`src/rtl/idle_reset_consts.svh`:
```
// Offsets, field positions, reset values and timing counts for idle and reset control.
// Assumes inclusion by bare name from the design files.
`ifndef IDLE_RESET_CONSTS_SVH
`define IDLE_RESET_CONSTS_SVH
// Register byte offsets on APB
`define OFS_SYSCTL 8'h00
`define OFS_TRAP 8'h04
`define OFS_ENABLE 8'h08
`define OFS_PENDING 8'h0C
`define OFS_CAUSE 8'h10
`define OFS_CORE 8'h14
// Field positions
`define SYSCTL_IDLE 0
`define SYSCTL_MIE 1
`define TRAP_ALLOW 0
`define CORE_JUMP 4
// Key that unlocks the trap allow bit (arbitrary value)
`define TRAP_KEY 8'hA5
// Reset values
`define ENABLE_RST 8'h00
`define BANK_RST 4'h0
`define JUMP_RST 1'b1
`define PRESC_RST 8'h00
// Reset vector locations
`define VEC_LO 20'hFFFFC
`define VEC_HI 20'hFFFFE
// Fetch regions that trip the address trap
`define RAM_LO 20'h00040
`define RAM_HI 20'h0083F
`define SFR_LO 20'h00000
`define SFR_HI 20'h0003F
`define EXT_LO 20'h00F00
`define EXT_HI 20'h00FFF
// Timing in fc periods; the clock is fc
`define MC_FC 4
`define RST_MIN_FC 12
`define RST_MIN_MC (`RST_MIN_FC / `MC_FC)
`define RST_HOLD_CYC 4'hC
`endif

```
`src/rtl/idle_reset_pkg.sv`:
```
// Types shared by the idle and reset control files.
// Assumes idle_reset_consts.svh supplies the numbers.
package idle_reset_pkg;
   typedef logic [19:0] addr_t;
   typedef enum logic [2:0] {ST_RESET = 3'b001, ST_RUN = 3'b010, ST_IDLE = 3'b100} mode_e;
   typedef struct packed {
      mode_e mode;
      logic mie;
      logic trap_allow;
      logic [7:0] enables;
      logic [7:0] pending;
      logic [4:0] causes;
      logic [3:0] bank;
      logic jump;
      logic [7:0] presc;
      addr_t resume_pc;
      logic [3:0] hold;
      logic rst_out;
      logic vec_fetch;
      logic irq_take;
      logic [2:0] irq_index;
      logic wake_inline;
      logic halt;
      logic pready;
      logic pslverr;
      logic [31:0] prdata;
   } ctl_s;
   typedef struct packed {
      logic sync0;
      logic sync1;
      logic [1:0] phase;
      logic mc_low;
      logic [1:0] low_mc;
      logic pin_reset;
   } filt_s;
endpackage

```
`src/rtl/reset_pin_filter.sv`:
```
// Synchronises the external reset pin and counts low machine cycles.
// Assumes reset_pin_n is asynchronous to sys_clk.
`include "idle_reset_consts.svh"
module reset_pin_filter (
   input wire logic sys_clk,
   input wire logic rstn,
   input wire logic reset_pin_n,
   output logic pin_reset
);
   import idle_reset_pkg::*;
   filt_s r_reg;
   filt_s r_next;
   logic all_low;

   // Two-stage sync, machine-cycle phase and low-cycle count
   always_comb
   begin
      r_next = r_reg;
      all_low = r_reg.mc_low & ~r_reg.sync1;
      r_next.sync0 = reset_pin_n;
      r_next.sync1 = r_reg.sync0;
      r_next.phase = r_reg.phase + 2'h1;
      if (r_reg.sync1)
      begin
         r_next.low_mc = 2'h0;
         r_next.mc_low = 1'b0;
      end
      else if (r_reg.phase == 2'(`MC_FC - 1))
      begin
         r_next.mc_low = 1'b1;
         if (all_low && r_reg.low_mc != 2'(`RST_MIN_MC))
            r_next.low_mc = r_reg.low_mc + 2'h1;
      end
      else
         r_next.mc_low = all_low;
      r_next.pin_reset = ~r_reg.sync1 & (r_reg.pin_reset | (r_reg.low_mc == 2'(`RST_MIN_MC)));
   end

   always_ff @(posedge sys_clk)
   begin
      if (!rstn)
         r_reg <= '{sync0: 1'b1, sync1: 1'b1, phase: 2'h0, mc_low: 1'b0, low_mc: 2'h0,
                    pin_reset: 1'b0};
      else
         r_reg <= r_next;
   end

   assign pin_reset = r_reg.pin_reset;
endmodule

```
`src/rtl/trap_detector.sv`:
```
// Flags instruction fetches from RAM, SPECIAL_FUNCTION_AREA or extended register areas.
// Assumes fetch_valid and fetch_addr come from the CPU on sys_clk.
`include "idle_reset_consts.svh"
module trap_detector (
   input wire logic sys_clk,
   input wire logic rstn,
   input wire logic fetch_valid,
   input wire idle_reset_pkg::addr_t fetch_addr,
   input wire logic trap_allow,
   output logic trap_hit
);
   import idle_reset_pkg::*;
   logic hit_reg;
   logic hit_next;

   function automatic logic in_region(input addr_t a, input addr_t lo, input addr_t hi);
      in_region = (a >= lo) && (a <= hi);
   endfunction

   // Any fetch into a protected region while allowed
   always_comb
   begin
      hit_next = fetch_valid & trap_allow & (in_region(fetch_addr, `RAM_LO, `RAM_HI)
         | in_region(fetch_addr, `SFR_LO, `SFR_HI)
         | in_region(fetch_addr, `EXT_LO, `EXT_HI));
   end

   always_ff @(posedge sys_clk)
   begin
      if (!rstn)
         hit_reg <= 1'b0;
      else
         hit_reg <= hit_next;
   end

   assign trap_hit = hit_reg;
endmodule

```
`src/rtl/idle_mode_and_reset_control.sv`:
```
// Idle mode control, reset cause combining and APB register file.
// Assumes CPU, interrupt sources and cause inputs share sys_clk; reset_pin_n is a pin.
//
// What this block does
// - In idle the CPU and watchdog halt; peripherals keep running.
// - Idle keeps memory, registers, status word and port latches unchanged.
// - Idle leaves the program counter two instructions past the idle request.
// - With master enable 0, an enabled source ends idle and resumes in line.
// - With master enable 1, an enabled source ends idle and vectors.
// - Reset pin low during idle resets at once, restarting in normal mode.
// - A watchdog interrupt just before idle is serviced; idle is not entered.
// - Five reset causes are combined into one internal reset.
// - Watchdog, trap and clock cause records are not cleared at power-on.
// - Reset clears bank, enables, prescaler and sets the jump flag.
// - Pin must stay low three machine cycles (12 fc) to reset.
// - On release, execution starts from the vector at FFFFC to FFFFE.
// - Allowed trap resets on fetches from RAM, SPECIAL_FUNCTION_AREA or extended areas.
// - Trap is allowed after reset; keyed software write can prohibit it.
// - Frequency detector out of range raises a reset.
// - Every pending latch clears on any reset.
//
// The APB interface to the registers and the address map were chosen for this implementation.
`include "idle_reset_consts.svh"
module idle_mode_and_reset_control (
   input wire logic sys_clk,
   input wire logic rstn,
   input wire logic psel,
   input wire logic penable,
   input wire logic pwrite,
   input wire logic [7:0] paddr,
   input wire logic [31:0] pwdata,
   output logic [31:0] prdata,
   output logic pready,
   output logic pslverr,
   input wire logic reset_pin_n,
   input wire logic wdt_reset_req,
   input wire logic sysclk_fault,
   input wire logic freq_below,
   input wire logic freq_above,
   input wire logic fetch_valid,
   input wire idle_reset_pkg::addr_t fetch_addr,
   input wire idle_reset_pkg::addr_t next2_pc,
   input wire logic [7:0] irq_src,
   output logic cpu_halt,
   output logic wdt_halt,
   output logic internal_reset,
   output logic vector_fetch,
   output idle_reset_pkg::addr_t resume_pc,
   output logic irq_take,
   output logic [2:0] irq_index,
   output logic wake_inline,
   output logic master_interrupt_enable,
   output logic [7:0] source_enable_flags,
   output logic [7:0] pending_request_latch,
   output logic [3:0] bank_selector,
   output logic jump_status_flag,
   output logic [7:0] prescaler
);
   import idle_reset_pkg::*;

   ctl_s st_reg;
   ctl_s st_next;
   logic pin_reset;
   logic trap_hit;
   logic [4:0] cause_now;
   logic cause_any;
   logic setup;
   logic wr;
   logic [7:0] wake_set;
   logic [7:0] clr_mask;
   logic idle_wr;

   // Lowest index wins among set bits
   function automatic logic [2:0] first_set(input logic [7:0] v);
      first_set = 3'h0;
      for (int i = 7; i >= 0; i--)
      begin
         if (v[i])
            first_set = 3'(i);
      end
   endfunction

   // Pin synchroniser and machine-cycle counter
   reset_pin_filter u_pin (
      .sys_clk(sys_clk),
      .rstn(rstn),
      .reset_pin_n(reset_pin_n),
      .pin_reset(pin_reset)
   );

   // Address trap region check
   trap_detector u_trap (
      .sys_clk(sys_clk),
      .rstn(rstn),
      .fetch_valid(fetch_valid),
      .fetch_addr(fetch_addr),
      .trap_allow(st_reg.trap_allow),
      .trap_hit(trap_hit)
   );

   // Live reset causes: pin, trap, watchdog, clock, frequency
   assign cause_now = {freq_below | freq_above, sysclk_fault, wdt_reset_req, trap_hit,
                       pin_reset};
   assign cause_any = |cause_now;

   // APB phases; a write lands on the access edge with pready high
   assign setup = psel & ~penable;
   assign wr = psel & penable & pwrite & st_reg.pready;
   assign idle_wr = wr && paddr == `OFS_SYSCTL && pwdata[`SYSCTL_IDLE];

   // Next state of the whole block
   always_comb
   begin
      st_next = st_reg;
      clr_mask = 8'hFF;
      st_next.vec_fetch = 1'b0;
      st_next.irq_take = 1'b0;
      st_next.wake_inline = 1'b0;
      st_next.pready = 1'b0;
      st_next.pslverr = 1'b0;
      // Prescaler runs in idle too, as a peripheral
      st_next.presc = st_reg.presc + 8'h01;

      // Cause records are sticky and cleared by writing ones
      if (wr && paddr == `OFS_CAUSE)
         st_next.causes = st_reg.causes & ~pwdata[4:0];
      st_next.causes = st_next.causes | cause_now;

      // Register writes; the CPU is halted in idle so none reach here then
      if (wr && st_reg.mode == ST_RUN)
      begin
         case (paddr)
            `OFS_SYSCTL:
               st_next.mie = pwdata[`SYSCTL_MIE];
            `OFS_TRAP:
            begin
               if (pwdata[15:8] == `TRAP_KEY)
                  st_next.trap_allow = pwdata[`TRAP_ALLOW];
            end
            `OFS_ENABLE:
               st_next.enables = pwdata[7:0];
            `OFS_PENDING:
               clr_mask = pwdata[7:0];
            `OFS_CORE:
            begin
               st_next.bank = pwdata[3:0];
               st_next.jump = pwdata[`CORE_JUMP];
            end
            default:
               st_next.mie = st_reg.mie;
         endcase
      end

      // Idle request, wake and watchdog precedence
      wake_set = st_reg.pending & st_reg.enables;
      case (st_reg.mode)
         ST_RESET:
            st_next.mode = ST_RESET;
         ST_RUN:
         begin
            if (idle_wr)
            begin
               if (st_reg.pending[0] | irq_src[0])
               begin
                  st_next.irq_take = 1'b1;
                  st_next.irq_index = 3'h0;
                  clr_mask[0] = 1'b0;
               end
               else
               begin
                  st_next.mode = ST_IDLE;
                  st_next.resume_pc = next2_pc;
               end
            end
         end
         ST_IDLE:
         begin
            if (wake_set != 8'h00)
            begin
               st_next.mode = ST_RUN;
               if (st_reg.mie)
               begin
                  st_next.irq_take = 1'b1;
                  st_next.irq_index = first_set(wake_set);
                  clr_mask[first_set(wake_set)] = 1'b0;
               end
               else
                  st_next.wake_inline = 1'b1;
            end
         end
         default:
            st_next.mode = ST_RESET;
      endcase

      // New requests win over a clear in the same cycle
      st_next.pending = (st_reg.pending & clr_mask) | irq_src;
      st_next.halt = st_next.mode == ST_IDLE;

      // Internal reset holds while a cause remains and for a tail after
      if (cause_any)
         st_next.hold = `RST_HOLD_CYC;
      else if (st_reg.hold != 4'h0)
         st_next.hold = st_reg.hold - 4'h1;
      st_next.rst_out = cause_any | (st_reg.hold > 4'h1);

      // Any reset, pin included during idle, reinitialises core state;
      // a live cause acts in the same cycle as internal_reset rises
      if (st_reg.rst_out || cause_any)
      begin
         st_next.mode = ST_RESET;
         st_next.bank = `BANK_RST;
         st_next.jump = `JUMP_RST;
         st_next.enables = `ENABLE_RST;
         st_next.presc = `PRESC_RST;
         st_next.pending = 8'h00;
         st_next.mie = 1'b0;
         st_next.trap_allow = 1'b1;
         st_next.halt = 1'b0;
         st_next.irq_take = 1'b0;
         st_next.wake_inline = 1'b0;
         // Stack pointer, general registers and result flags live in the CPU untouched
      end
      if (st_reg.rst_out && !st_next.rst_out)
      begin
         st_next.mode = ST_RUN;
         st_next.vec_fetch = 1'b1;
      end

      // Read data prepared in setup, answered in the first access cycle
      if (setup)
      begin
         st_next.pready = 1'b1;
         st_next.prdata = 32'h0000_0000;
         case (paddr)
            `OFS_SYSCTL:
               st_next.prdata = {29'h0, st_reg.mode == ST_IDLE, st_reg.mie, 1'b0};
            `OFS_TRAP:
               st_next.prdata = {31'h0, st_reg.trap_allow};
            `OFS_ENABLE:
               st_next.prdata = {24'h0, st_reg.enables};
            `OFS_PENDING:
               st_next.prdata = {24'h0, st_reg.pending};
            `OFS_CAUSE:
               st_next.prdata = {21'h0, st_reg.mode, 3'h0, st_reg.causes};
            `OFS_CORE:
               st_next.prdata = {16'h0, st_reg.presc, 3'h0, st_reg.jump, st_reg.bank};
            default:
               st_next.pslverr = 1'b1;
         endcase
      end
   end

   // State register; cause records are left out of power-on reset
   always_ff @(posedge sys_clk)
   begin
      if (!rstn)
      begin
         st_reg <= '{mode: ST_RESET, mie: 1'b0, trap_allow: 1'b1, enables: `ENABLE_RST,
                     pending: 8'h00, causes: 5'h00, bank: `BANK_RST, jump: `JUMP_RST,
                     presc: `PRESC_RST, resume_pc: 20'h00000, hold: `RST_HOLD_CYC,
                     rst_out: 1'b1, vec_fetch: 1'b0, irq_take: 1'b0, irq_index: 3'h0,
                     wake_inline: 1'b0, halt: 1'b0, pready: 1'b0, pslverr: 1'b0,
                     prdata: 32'h0000_0000};
         st_reg.causes <= st_next.causes;
      end
      else
         st_reg <= st_next;
   end

   // Outputs straight from the state register
   assign prdata = st_reg.prdata;
   assign pready = st_reg.pready;
   assign pslverr = st_reg.pslverr;
   assign cpu_halt = st_reg.halt;
   assign wdt_halt = st_reg.halt;
   assign internal_reset = st_reg.rst_out;
   assign vector_fetch = st_reg.vec_fetch;
   assign resume_pc = st_reg.resume_pc;
   assign irq_take = st_reg.irq_take;
   assign irq_index = st_reg.irq_index;
   assign wake_inline = st_reg.wake_inline;
   assign master_interrupt_enable = st_reg.mie;
   assign source_enable_flags = st_reg.enables;
   assign pending_request_latch = st_reg.pending;
   assign bank_selector = st_reg.bank;
   assign jump_status_flag = st_reg.jump;
   assign prescaler = st_reg.presc;
endmodule

```
`config.mk`:
```
export PLATFORM = sky130hd
export DESIGN_NAME = idle_mode_and_reset_control
export DESIGN_NICKNAME = d
export VERILOG_FILES = /design/src/rtl/idle_reset_pkg.sv /design/src/rtl/reset_pin_filter.sv /design/src/rtl/trap_detector.sv /design/src/rtl/idle_mode_and_reset_control.sv
export VERILOG_INCLUDE_DIRS = /design/src /design/src/rtl
export SDC_FILE = /design/constraint.sdc
export NUM_CORES = 1
export LEC_CHECK = 0
export BUFFER_PORTS_ARGS = -buffer_cell sky130_fd_sc_hd__buf_2
export CAP_MARGIN = 20
export CORE_MARGIN = 2
export CORE_UTILIZATION = 49
export DETAILED_ROUTE_END_ITERATION = 6
export PLACE_DENSITY = 0.85
export SYNTH_ARGS = -nofsm -noshare
export SYNTH_HDL_FRONTEND = slang
export SYNTH_SLANG_ARGS = --single-unit
```
`constraint.sdc`:
```
create_clock -name sys_clk -period 2.3 [get_ports sys_clk]
set_input_delay 0.345 -clock sys_clk [delete_from_list [all_inputs] [get_ports sys_clk]]
set_output_delay 0.345 -clock sys_clk [all_outputs]
set_load 0.01 [all_outputs]
```
# --- Word-level counts from Yosys, hierarchy flattened ---
# Index checks and enable logic that the tools add are counted.
classes:
  n_mul: 0
  order_cmp: 9
  n_div: 0
  n_addsub: 4
  muxes: 44
  n_shift: 0
  n_reduce_logical: 31
  eq_ne: 16
  bitwise: 28
op_table:
  columns: ["cell", "n"]
  rows:
  - ["one-hot mux 16 bit (6 select lines)", 1]
  - ["2-to-1 mux 3 bit", 14]
  - ["<= comparator 20 x 12 -> 1 bit (second input constant)", 2]
  - ["2-to-1 mux 8 bit", 5]
  - ["2-to-1 mux 34 bit", 1]
  - ["AND 8 bit", 3]
  - ["greater-or-equal comparator 20 x 1 -> 1 bit (second input constant)", 1]
  - ["greater-or-equal comparator 20 x 12 -> 1 bit (second input constant)", 1]
  - ["greater-or-equal comparator 20 x 7 -> 1 bit (second input constant)", 1]
  - ["<= comparator 20 x 6 -> 1 bit (second input constant)", 1]
  - ["2-to-1 mux 20 bit", 1]
  - ["equality test 8 x 4 -> 1 bit (second input constant)", 2]
  - ["equality test 8 x 5 -> 1 bit (second input constant)", 2]
  - ["2-to-1 mux 4 bit", 3]
  - ["OR reduction 6 bit", 2]
  - ["logical AND 1 bit", 10]
  - ["2-to-1 mux 1 bit", 10]
  - ["2-to-1 mux 10 bit", 1]
  - ["2-to-1 mux 5 bit", 2]
  - ["AND reduction 2 bit", 5]
  - ["adder 8 x 1 -> 8 bit (second input constant)", 1]
  - ["AND 1 bit", 8]
  - ["equality test 8 x 3 -> 1 bit (second input constant)", 1]
  - ["equality test 8 bit (second input constant)", 1]
  - ["35 further kinds", 53]
totals:
  romBits: 0
  reg_bits: 114
  ramBits: 0
  output_inout_bits: 93
  n_memories: 0
  latch_bits: 0

# --- Logic depth before layout (Yosys ltp) ---
# Gate-level depths: netlist (run 1).
depth:
  depth_word: 25
  depth_mapped: 7

# --- By module ---
# A second synthesis (run 1) with hierarchy kept.
hier_totals:
  cells_unflattened: 568
  hier_area_um2: 4918.5
modules_own_cells:
  columns: ["mod", "area_per_inst_um2", "cells_each", "seq_area_each_um2", "instances"]
  rows:
  - ["idle_mode_and_reset_control", 4539.4, 532, 1781.7, 1]
  - ["reset_pin_filter", 295.3, 26, 160.2, 1]
  - ["trap_detector", 83.8, 10, 20.0, 1]

# --- Worst setup path after synthesis (run 1) ---
# No wires, ideal clock.
synth_timing:
  kind: "input -> register"
  start: "input paddr[1]"
  end: "register st_reg (netlist bit resume_pc[17])"
  cell_stages: 7
  path_slack_ns: 0.286
  t_arrival_ns: 1.948
  cell_sequence: "or4_1 -> buf_2 -> nor4_4 -> and2_4 -> buf_6 -> nand2_1 -> a21boi_2"
synth_between:
  elab_chain_len: 4
synth_rtl:
  columns: ["element", "line", "source"]
  rows:
  - ["start, declared", "idle_mode_and_reset_control.sv:30", "input wire logic [7:0] paddr,"]
  - ["logical NOT 8 bit", null, null]
  - ["logical AND 1 bit (no source line)", null, null]
  - ["logical AND 1 bit", "idle_mode_and_reset_control.sv:109", "assign idle_wr = wr && paddr == `OFS_SYSCTL && pwdata[`SYSCTL_IDLE];"]
  - ["AND reduction 3 bit (no source line)", null, null]
  - ["end signal, assigned", "idle_mode_and_reset_control.sv:258", "st_reg <= '{mode: ST_RESET, mie: 1'b0, trap_allow: 1'b1, enables: `ENABLE_RST,"]
  - ["end signal, assigned", "idle_mode_and_reset_control.sv:267", "st_reg <= st_next;"]
  - ["end, declared", "idle_mode_and_reset_control.sv:61", "ctl_s st_reg;"]
# Every way passes these cells.
# A chain may end at the register's enable or synchronous reset.

# --- Worst setup path after layout (run 1) ---
layout_timing:
  start: "register st_reg[103] (netlist name)"
  end: "register st_reg (netlist bit resume_pc[19])"
layout_between:
  elab_chain_len: 2
layout_rtl:
  columns: ["element", "line", "source"]
  rows:
  - ["equality test 3 x 2 -> 1 bit", "idle_mode_and_reset_control.sv:156", "case (st_reg.mode)"]
  - ["AND reduction 3 bit (no source line)", null, null]
# Every way passes these cells.

==> impl_results.md, run 1 <==
- Run status: finished clean
- Pin count of the biggest net entering global routing: 50
- Std cell rows: 36
- Commonest non-fill, non-tap cell in the layout: buf_2
- Final hold violation count: 0
- Initial DRC count: 361
- First-pass GRT wire length: 19000 um
- Number of global-route vias before repair: 4049
- Yosys top cell by area: dfxtp_1
- Placed Area: 5320 sq um
- Crit. End Element: flip-flop
- Fillers: 890
- CORE AREA: 9770 sq um
- Synthesized flop and latch total: 98
- Area of all placed cells without fillers: 5530 sq um
- Root buffer cell: clkbuf_8
- Mapped Cells: 576
- Most frequent cells in the layout: buf_2, dfxtp_1, nand2_1
- Gpl congestion: 0.908
- Most used DFF post-synth: dfxtp_1
- Fin Hold WS: 0.140 ns
- Sequential share of power: 55.9%
- Crit-path slowest cell: or3b_2
- Routed len/inst: 15.2 um
- Max_cap viols: 0
- Total power: 0.00305 W
- Pre-Repair DR Iteration Count: 5
- Area grow syn2layout: 11.7%
- VDD IR max: 361 uV
- Largest delay share family, worst path: simple AND/OR/NAND/NOR gates
- Port Buffers: 153
- Vias/cell: 5.38
- Area contributors post-synth: dfxtp_1, buf_4, nand2_1
- Slowest stage delay, CP: 0.56 ns
- Antenna-violating nets left: 0
- Int Power: 0.00231 W
- Logic gate share of total power: 6.1%
- Die height: 105 um
- TNS Setup: 0 ns
- Post-DP HPWL: 9300 um
- Max Buffers Root-to-Sink: 2
- CTS tree: yes
- CP cell instances: or3b_2, nor4_4, and2_4, nand2_1, a21boi_0
- Post-synth EDFFs: 0
- Die footprint: 10900 sq um
- Synth warn: 0
- Worst EP required: 2.58 ns
- Sink Count: 98
- Cts hold-fix bufs: 0
- Nets@finish: 767
- Post-Route WL: 12200 um
- Cell Area, Synth: 4950 sq um
- Minimum clock period after layout: 2.08 ns
- Die outline width: 105 um
- Initial cell density of the core: 50.7%
- I/O Pins: 192
- Via count: 4308
- Buf/Inv on CP: 0
- Clock Skew: 0.0102 ns
- Unique cell type count in the Yosys netlist: 56
- Number of remaining DRC errors: 0
- Hold Crit Class: in2reg
- Arrival @ worst endpoint: 2.36 ns
- FFs w/ async S/R, synth: 0%
- Post-cts resize count: 0
- Register area: 1960 sq um
- Insertion delay to the later sink of the worst-skew pair: 0.37 ns
- RSZ-0062 raised after global routing: false
- R2R setup slack: 0.22 ns
- Least-Margin Pin Slew: 0.628 ns
- Total GRT Usage: 21.5%
- Slew HR: 58.1%
- Initial antenna violation count: 1
- Startpoint Class: flip-flop
- Average cell area after synthesis: 8.60 sq um
- Yosys top cell area share: 39.6%
- Tcrit/Tclk final: 90.2%
- Max reg flops: 20
- Psw: 0.000742 W
- Register area share after synthesis: 39.6%
- Clock share of power: 38.0%
- Post-CTS Setup Bufs: 0
- WS Path Type: reg2reg
- Footprint of the multi-input gates: 2270 sq um
- Share of cells above drive strength 1: 32.2%
- Clock slew at reported path FFs: 0.10 ns
- Grt total ovfl: 0
- Sw Share: 24.3%
- Final setup fails: 0
- Fin. max-slew vios: 0
- Fmax: 0.482 GHz
- Depth of the CTS H-tree: 3
- Crit-path max FO: 21
- Total CTS buffers: 9
- Leak: 2.42 nW
- Cell Pwr Density: 552 nW/um^2
stage by stage:
stage	instances	setup WS (ns)	util, %
after global routing	801	0.103	56.6
after CTS	800	0.259	56.6
after floorplan	591	0.286	-
after detailed placement	784	-0.0111	54.5
after global placement	784	0.0530	54.5
final	801	0.225	56.6
Yosys cell counts, types with 2 or more instances:
| cell type | instances |
|---|---|
| dfxtp_1 | 98 |
| nand2_1 | 97 |
| buf_4 | 85 |
| nor2_1 | 32 |
| nand3_1 | 25 |
| a21oi_1 | 22 |
| a21boi_2 | 19 |
| clkbuf_1 | 16 |
| mux2i_1 | 14 |
| nor2b_1 | 13 |
| a22oi_1 | 12 |
| o21ai_0 | 12 |
| nand2b_1 | 10 |
| inv_1 | 9 |
| nand4_1 | 8 |
| and3_1 | 7 |
| mux2_2 | 7 |
| a21boi_0 | 6 |
| ha_1 | 6 |
| nor3_1 | 6 |
| xor2_1 | 5 |
| a211oi_1 | 4 |
| a21o_1 | 4 |
| and2_1 | 4 |
| xnor2_1 | 4 |
| a22o_1 | 3 |
| buf_1 | 3 |
| nor4_1 | 3 |
| o22ai_1 | 3 |
| or4_1 | 3 |
| a31oi_1 | 2 |
| buf_2 | 2 |
| buf_6 | 2 |
| nor4bb_1 | 2 |
| o211ai_1 | 2 |
| o221ai_1 | 2 |
| o22a_1 | 2 |
| o311ai_0 | 2 |
| o31ai_1 | 2 |
| or3_1 | 2 |
worst paths after layout:
| kind | start | end | cells past startpoint |
|---|---|---|---|
| max | st_reg[103] | resume_pc[19] | 5 |
| min | fetch_addr[11] | u_trap.trap_hit | 2 |
| max reg2reg | st_reg[103] | resume_pc[19] | 5 |
| min reg2reg | u_pin.r_reg[4] | u_pin.r_reg[4] | 1 |
kinds of logic after synthesis:
family,after synthesis,share of synthesized area (%)
buffers and inverters,117,15.7
other,1,0.0757
muxes,21,4.42
AOI/OAI and AO/OA,102,15.4
adders and majority gates,6,1.52
and+or+nand+nor,222,21.7
xor gates and xnor gates,9,1.59
DFF,98,39.6
per-layer routing:
layer | part of all wire [%] | GRT usage, % | wire length (um) | vias up
met5 | 0 | 0 | 0 | -
met4 | 2.8 | 8.98 | 343 | 0
met3 | 8.2 | 5.18 | 1000 | 32
met2 | 47 | 36.6 | 5730 | 230
met1 | 42 | 25.9 | 5090 | 2001
li1 | - | - | - | 2045
final cells by class:
class                   instances  area share [%]
clock inverters                 7            1.51
flip-flops and latches         98            35.5
diodes                          1          0.0452
clock buffers                   9            2.24
repair buffers                168            16.1
inverters                       9           0.610
multi-input cells             376            41.0
well taps                     133            3.01
worst register-to-register path, delay by kind of cell (launching register included):
family / cells / cell delay (ns)
AND/OR/NAND/NOR: 4 / 1.36
AO/OA/AOI/OAI: 1 / 0.20
flip-flops: 1 / 0.43
power by group through the flow:
stage	clock [W]	combinational (W)	sequential, W
3_5_place_dp	0	0.000181	0.00175
4_1_cts	0.00119	0.000183	0.00171
6_report	0.00116	0.000185	0.00171
2_1_floorplan	0	0.000109	0.00175
3_3_place_gp	0	0.000177	0.00175
5_1_grt	0.00126	0.000203	0.00171
No activity file was read; power rests on OpenSTA's default activity.
==> run 2, diff against run 1 <==
- ABC_AREA: default -> 1
==> run 2 against run 1 <==
Power increased by 2.9%. Clock skew increased by 0.0056 ns. Worst setup slack improved by 0.34 ns. First-iteration DRC count decreased by 6.9%. Critical path type unchanged.
==> impl_results.md, run 2 <==
- Most used DFF post-synth: dfxtp_1
- Final Util: 56.4% (-0.18 points)
- Least-Margin Pin Slew: 0.514 ns (-0.114 ns)
- Total power: 0.00314 W (+2.9%)
- Most common cell in the netlist: nand2_1
- Insertion delay to the later sink of the worst-skew pair: 0.36 ns (about the same)
- Cell Pwr Density: 570 nW/um^2 (+3.3%)
- Post-cts resize count: 0 (unchanged)
- I/O Pins: 192 (unchanged)
- First-pass GRT wire length: 18800 um (-1.1%)
- Final setup fails: 0 (unchanged)
- Clock slew at reported path FFs: 0.10 ns (about the same)
- Total CTS buffers: 9 (unchanged)
- Synthesized flop and latch total: 98 (unchanged)
- FFs w/ async S/R, synth: 0% (unchanged)
- Die height: 104 um (about the same)
- Worst EP required: 2.61 ns (+0.03 ns)
- Reg2Reg Depth: 7 (+2)
- Die outline width: 104 um (about the same)
- Yosys top cell area share: 39.7% (+0.080 points)
- Post-synth EDFFs: 0 (unchanged)
- WS Path Type: reg2reg
- Crit. End Element: flip-flop
- Share of cells above drive strength 1: 26.9% (-5.4 points)
- WHS Path Cells: 2 (unchanged)
- Max reg flops: 20 (unchanged)
- Average cell area after synthesis: 7.34 sq um (-15%)
- Pre-Repair DR Iteration Count: 4 (-1)
- Depth of the CTS H-tree: 3 (unchanged)
- VDD IR max: 254 uV (-30%)
- Cts hold-fix bufs: 0 (unchanged)
- Final setup margin: 0.566 ns (+0.341 ns)
- Root buffer cell: clkbuf_8
- Crit-path max FO: 17 (-19%)
- Unique cell type count in the Yosys netlist: 36 (-36%)
- Number of remaining DRC errors: 0 (unchanged)
- Fin. max-slew vios: 0 (unchanged)
- Initial DRC count: 336 (-6.9%)
- Startpoint Class: flip-flop
- Routed len/inst: 12.9 um (-15%)
- Most frequent cells in the layout: buf_2, nand2_1, dfxtp_1
- Critical path origin: pready
- Setup slack at placement: 0.382 ns (+0.393 ns)
- Register area share after synthesis: 39.7% (+0.080 points)
- Run status: finished clean
- Gpl congestion: 0.925 (+1.9%)
- Minimum clock period after layout: 1.73 ns (-0.341 ns)
- CORE AREA: 9770 sq um (unchanged)
- Nets@finish: 868 (+13%)
- Std cell rows: 36 (unchanged)
- Sink Count: 98 (unchanged)
- Grt total ovfl: 0 (unchanged)
- Synth cell count leaders: nand2_1, dfxtp_1, buf_4
- Ant. Diodes: 0 (-1)
- Area grow syn2layout: 11.6%
- TNS Setup: 0 ns (unchanged)
- Area contributors post-synth: dfxtp_1, buf_4, nand2_1
- Cell Area, Synth: 4940 sq um (-0.20%)
- Pin count of the biggest net entering global routing: 26 (-48%)
- Post-Route WL: 11600 um (-4.7%)
- Total GRT Usage: 21.1% (-0.40 points)
- Yosys top cell by area: dfxtp_1
- Final hold violation count: 0 (unchanged)
- Mapped Cells: 673 (+17%)
- Tcrit/Tclk final: 75.4% (-15 points)
- Post-DP HPWL: 8980 um (-3.4%)
- Leak: 2.77 nW (+15%)
- Max_cap viols: 0 (unchanged)
- Hold Crit Class: in2reg
- Max Buffers Root-to-Sink: 2 (unchanged)
- Arrival @ worst endpoint: 2.04 ns (-0.32 ns)
- RR Startpoint: pready
- Fmax: 0.577 GHz (+20%)
- Fin Hold WS: 0.163 ns (+0.0231 ns)
- RSZ-0062 raised after global routing: false
- Post-CTS Setup Bufs: 0 (unchanged)
- Hold path start: reset_pin_n
- Vias/cell: 4.91 (-8.6%)
- Clock Skew: 0.0158 ns (+0.00558 ns)
- Via count: 4423 (+2.7%)
- CTS tree: yes
- Commonest non-fill, non-tap cell in the layout: buf_2
- Initial cell density of the core: 50.6% (-0.10 points)
- Initial antenna violation count: 0 (-1)
- Synth warn: 0 (unchanged)
- Slew HR: 65.5% (+7.3 points)
- Die footprint: 10900 sq um (-0.19%)
- Number of global-route vias before repair: 4098 (+1.2%)
- Antenna-violating nets left: 0 (unchanged)
- Port Buffers: 153 (unchanged)
run 2: final timing paths:
| path | end | slack [ns] |
|---|---|---|
| worst max-delay path | resume_pc[12] | 0.57 |
| worst min-delay path | u_pin.r_next[6] | 0.16 |
| worst max register to register | resume_pc[12] | 0.57 |
| worst min register to register | u_pin.r_reg[6] | 0.43 |
run 2: report_power, final:
group	switching [W]	leakage [nW]	internal, W
sequential	0.00000490	0.792	0.00171
clock	0.000609	0.109	0.000645
combinational	0.000104	1.87	0.0000745
total	0.000718	2.77	0.00243
run 2: critical path, cell delays in order, from the launching register on:
cell	delay (ns)
dfxtp_1	0.34
nand4_1	0.31
nor3_2	0.31
nand2_2	0.10
nor2_4	0.16
buf_4	0.23
o21ai_0	0.10
nor2_1	0.11
run 2: kinds of logic after synthesis:
| family | Yosys count | synth area share [%] |
|---|---|---|
| other | 1 | 0.0759 |
| flip-flops | 98 | 39.7 |
| AND/OR/NAND/NOR | 274 | 25.9 |
| buffers and inverters | 176 | 20.3 |
| AO/OA/AOI/OAI | 118 | 12.5 |
| adder cells (fa/ha/maj) | 6 | 1.52 |
run 2: layout make-up:
class | instances | area [sq um]
repair buffers | 164 | 848
clock buffers | 10 | 138
clock inverters | 5 | 85.1
well taps | 133 | 166
flip-flops and latches | 98 | 1960
inverters | 76 | 285
fillers | 959 | 4260
multi-input cells | 414 | 2030
run 2: through the flow:
step                      std cells  area, sq um
final                           900         5520
after global routing            900         5520
after CTS                       900         5520
after global placement          885         5290
after floorplan                 688         5000
after detailed placement        885         5290
run 2: routing by layer:
metal	GRT usage (%)	share of wire [%]	up-vias
met5	0	0	-
met4	10.9	3.3	0
met3	3.45	6.4	34
met2	35.4	47	163
met1	26.0	43	1998
li1	-	-	2228
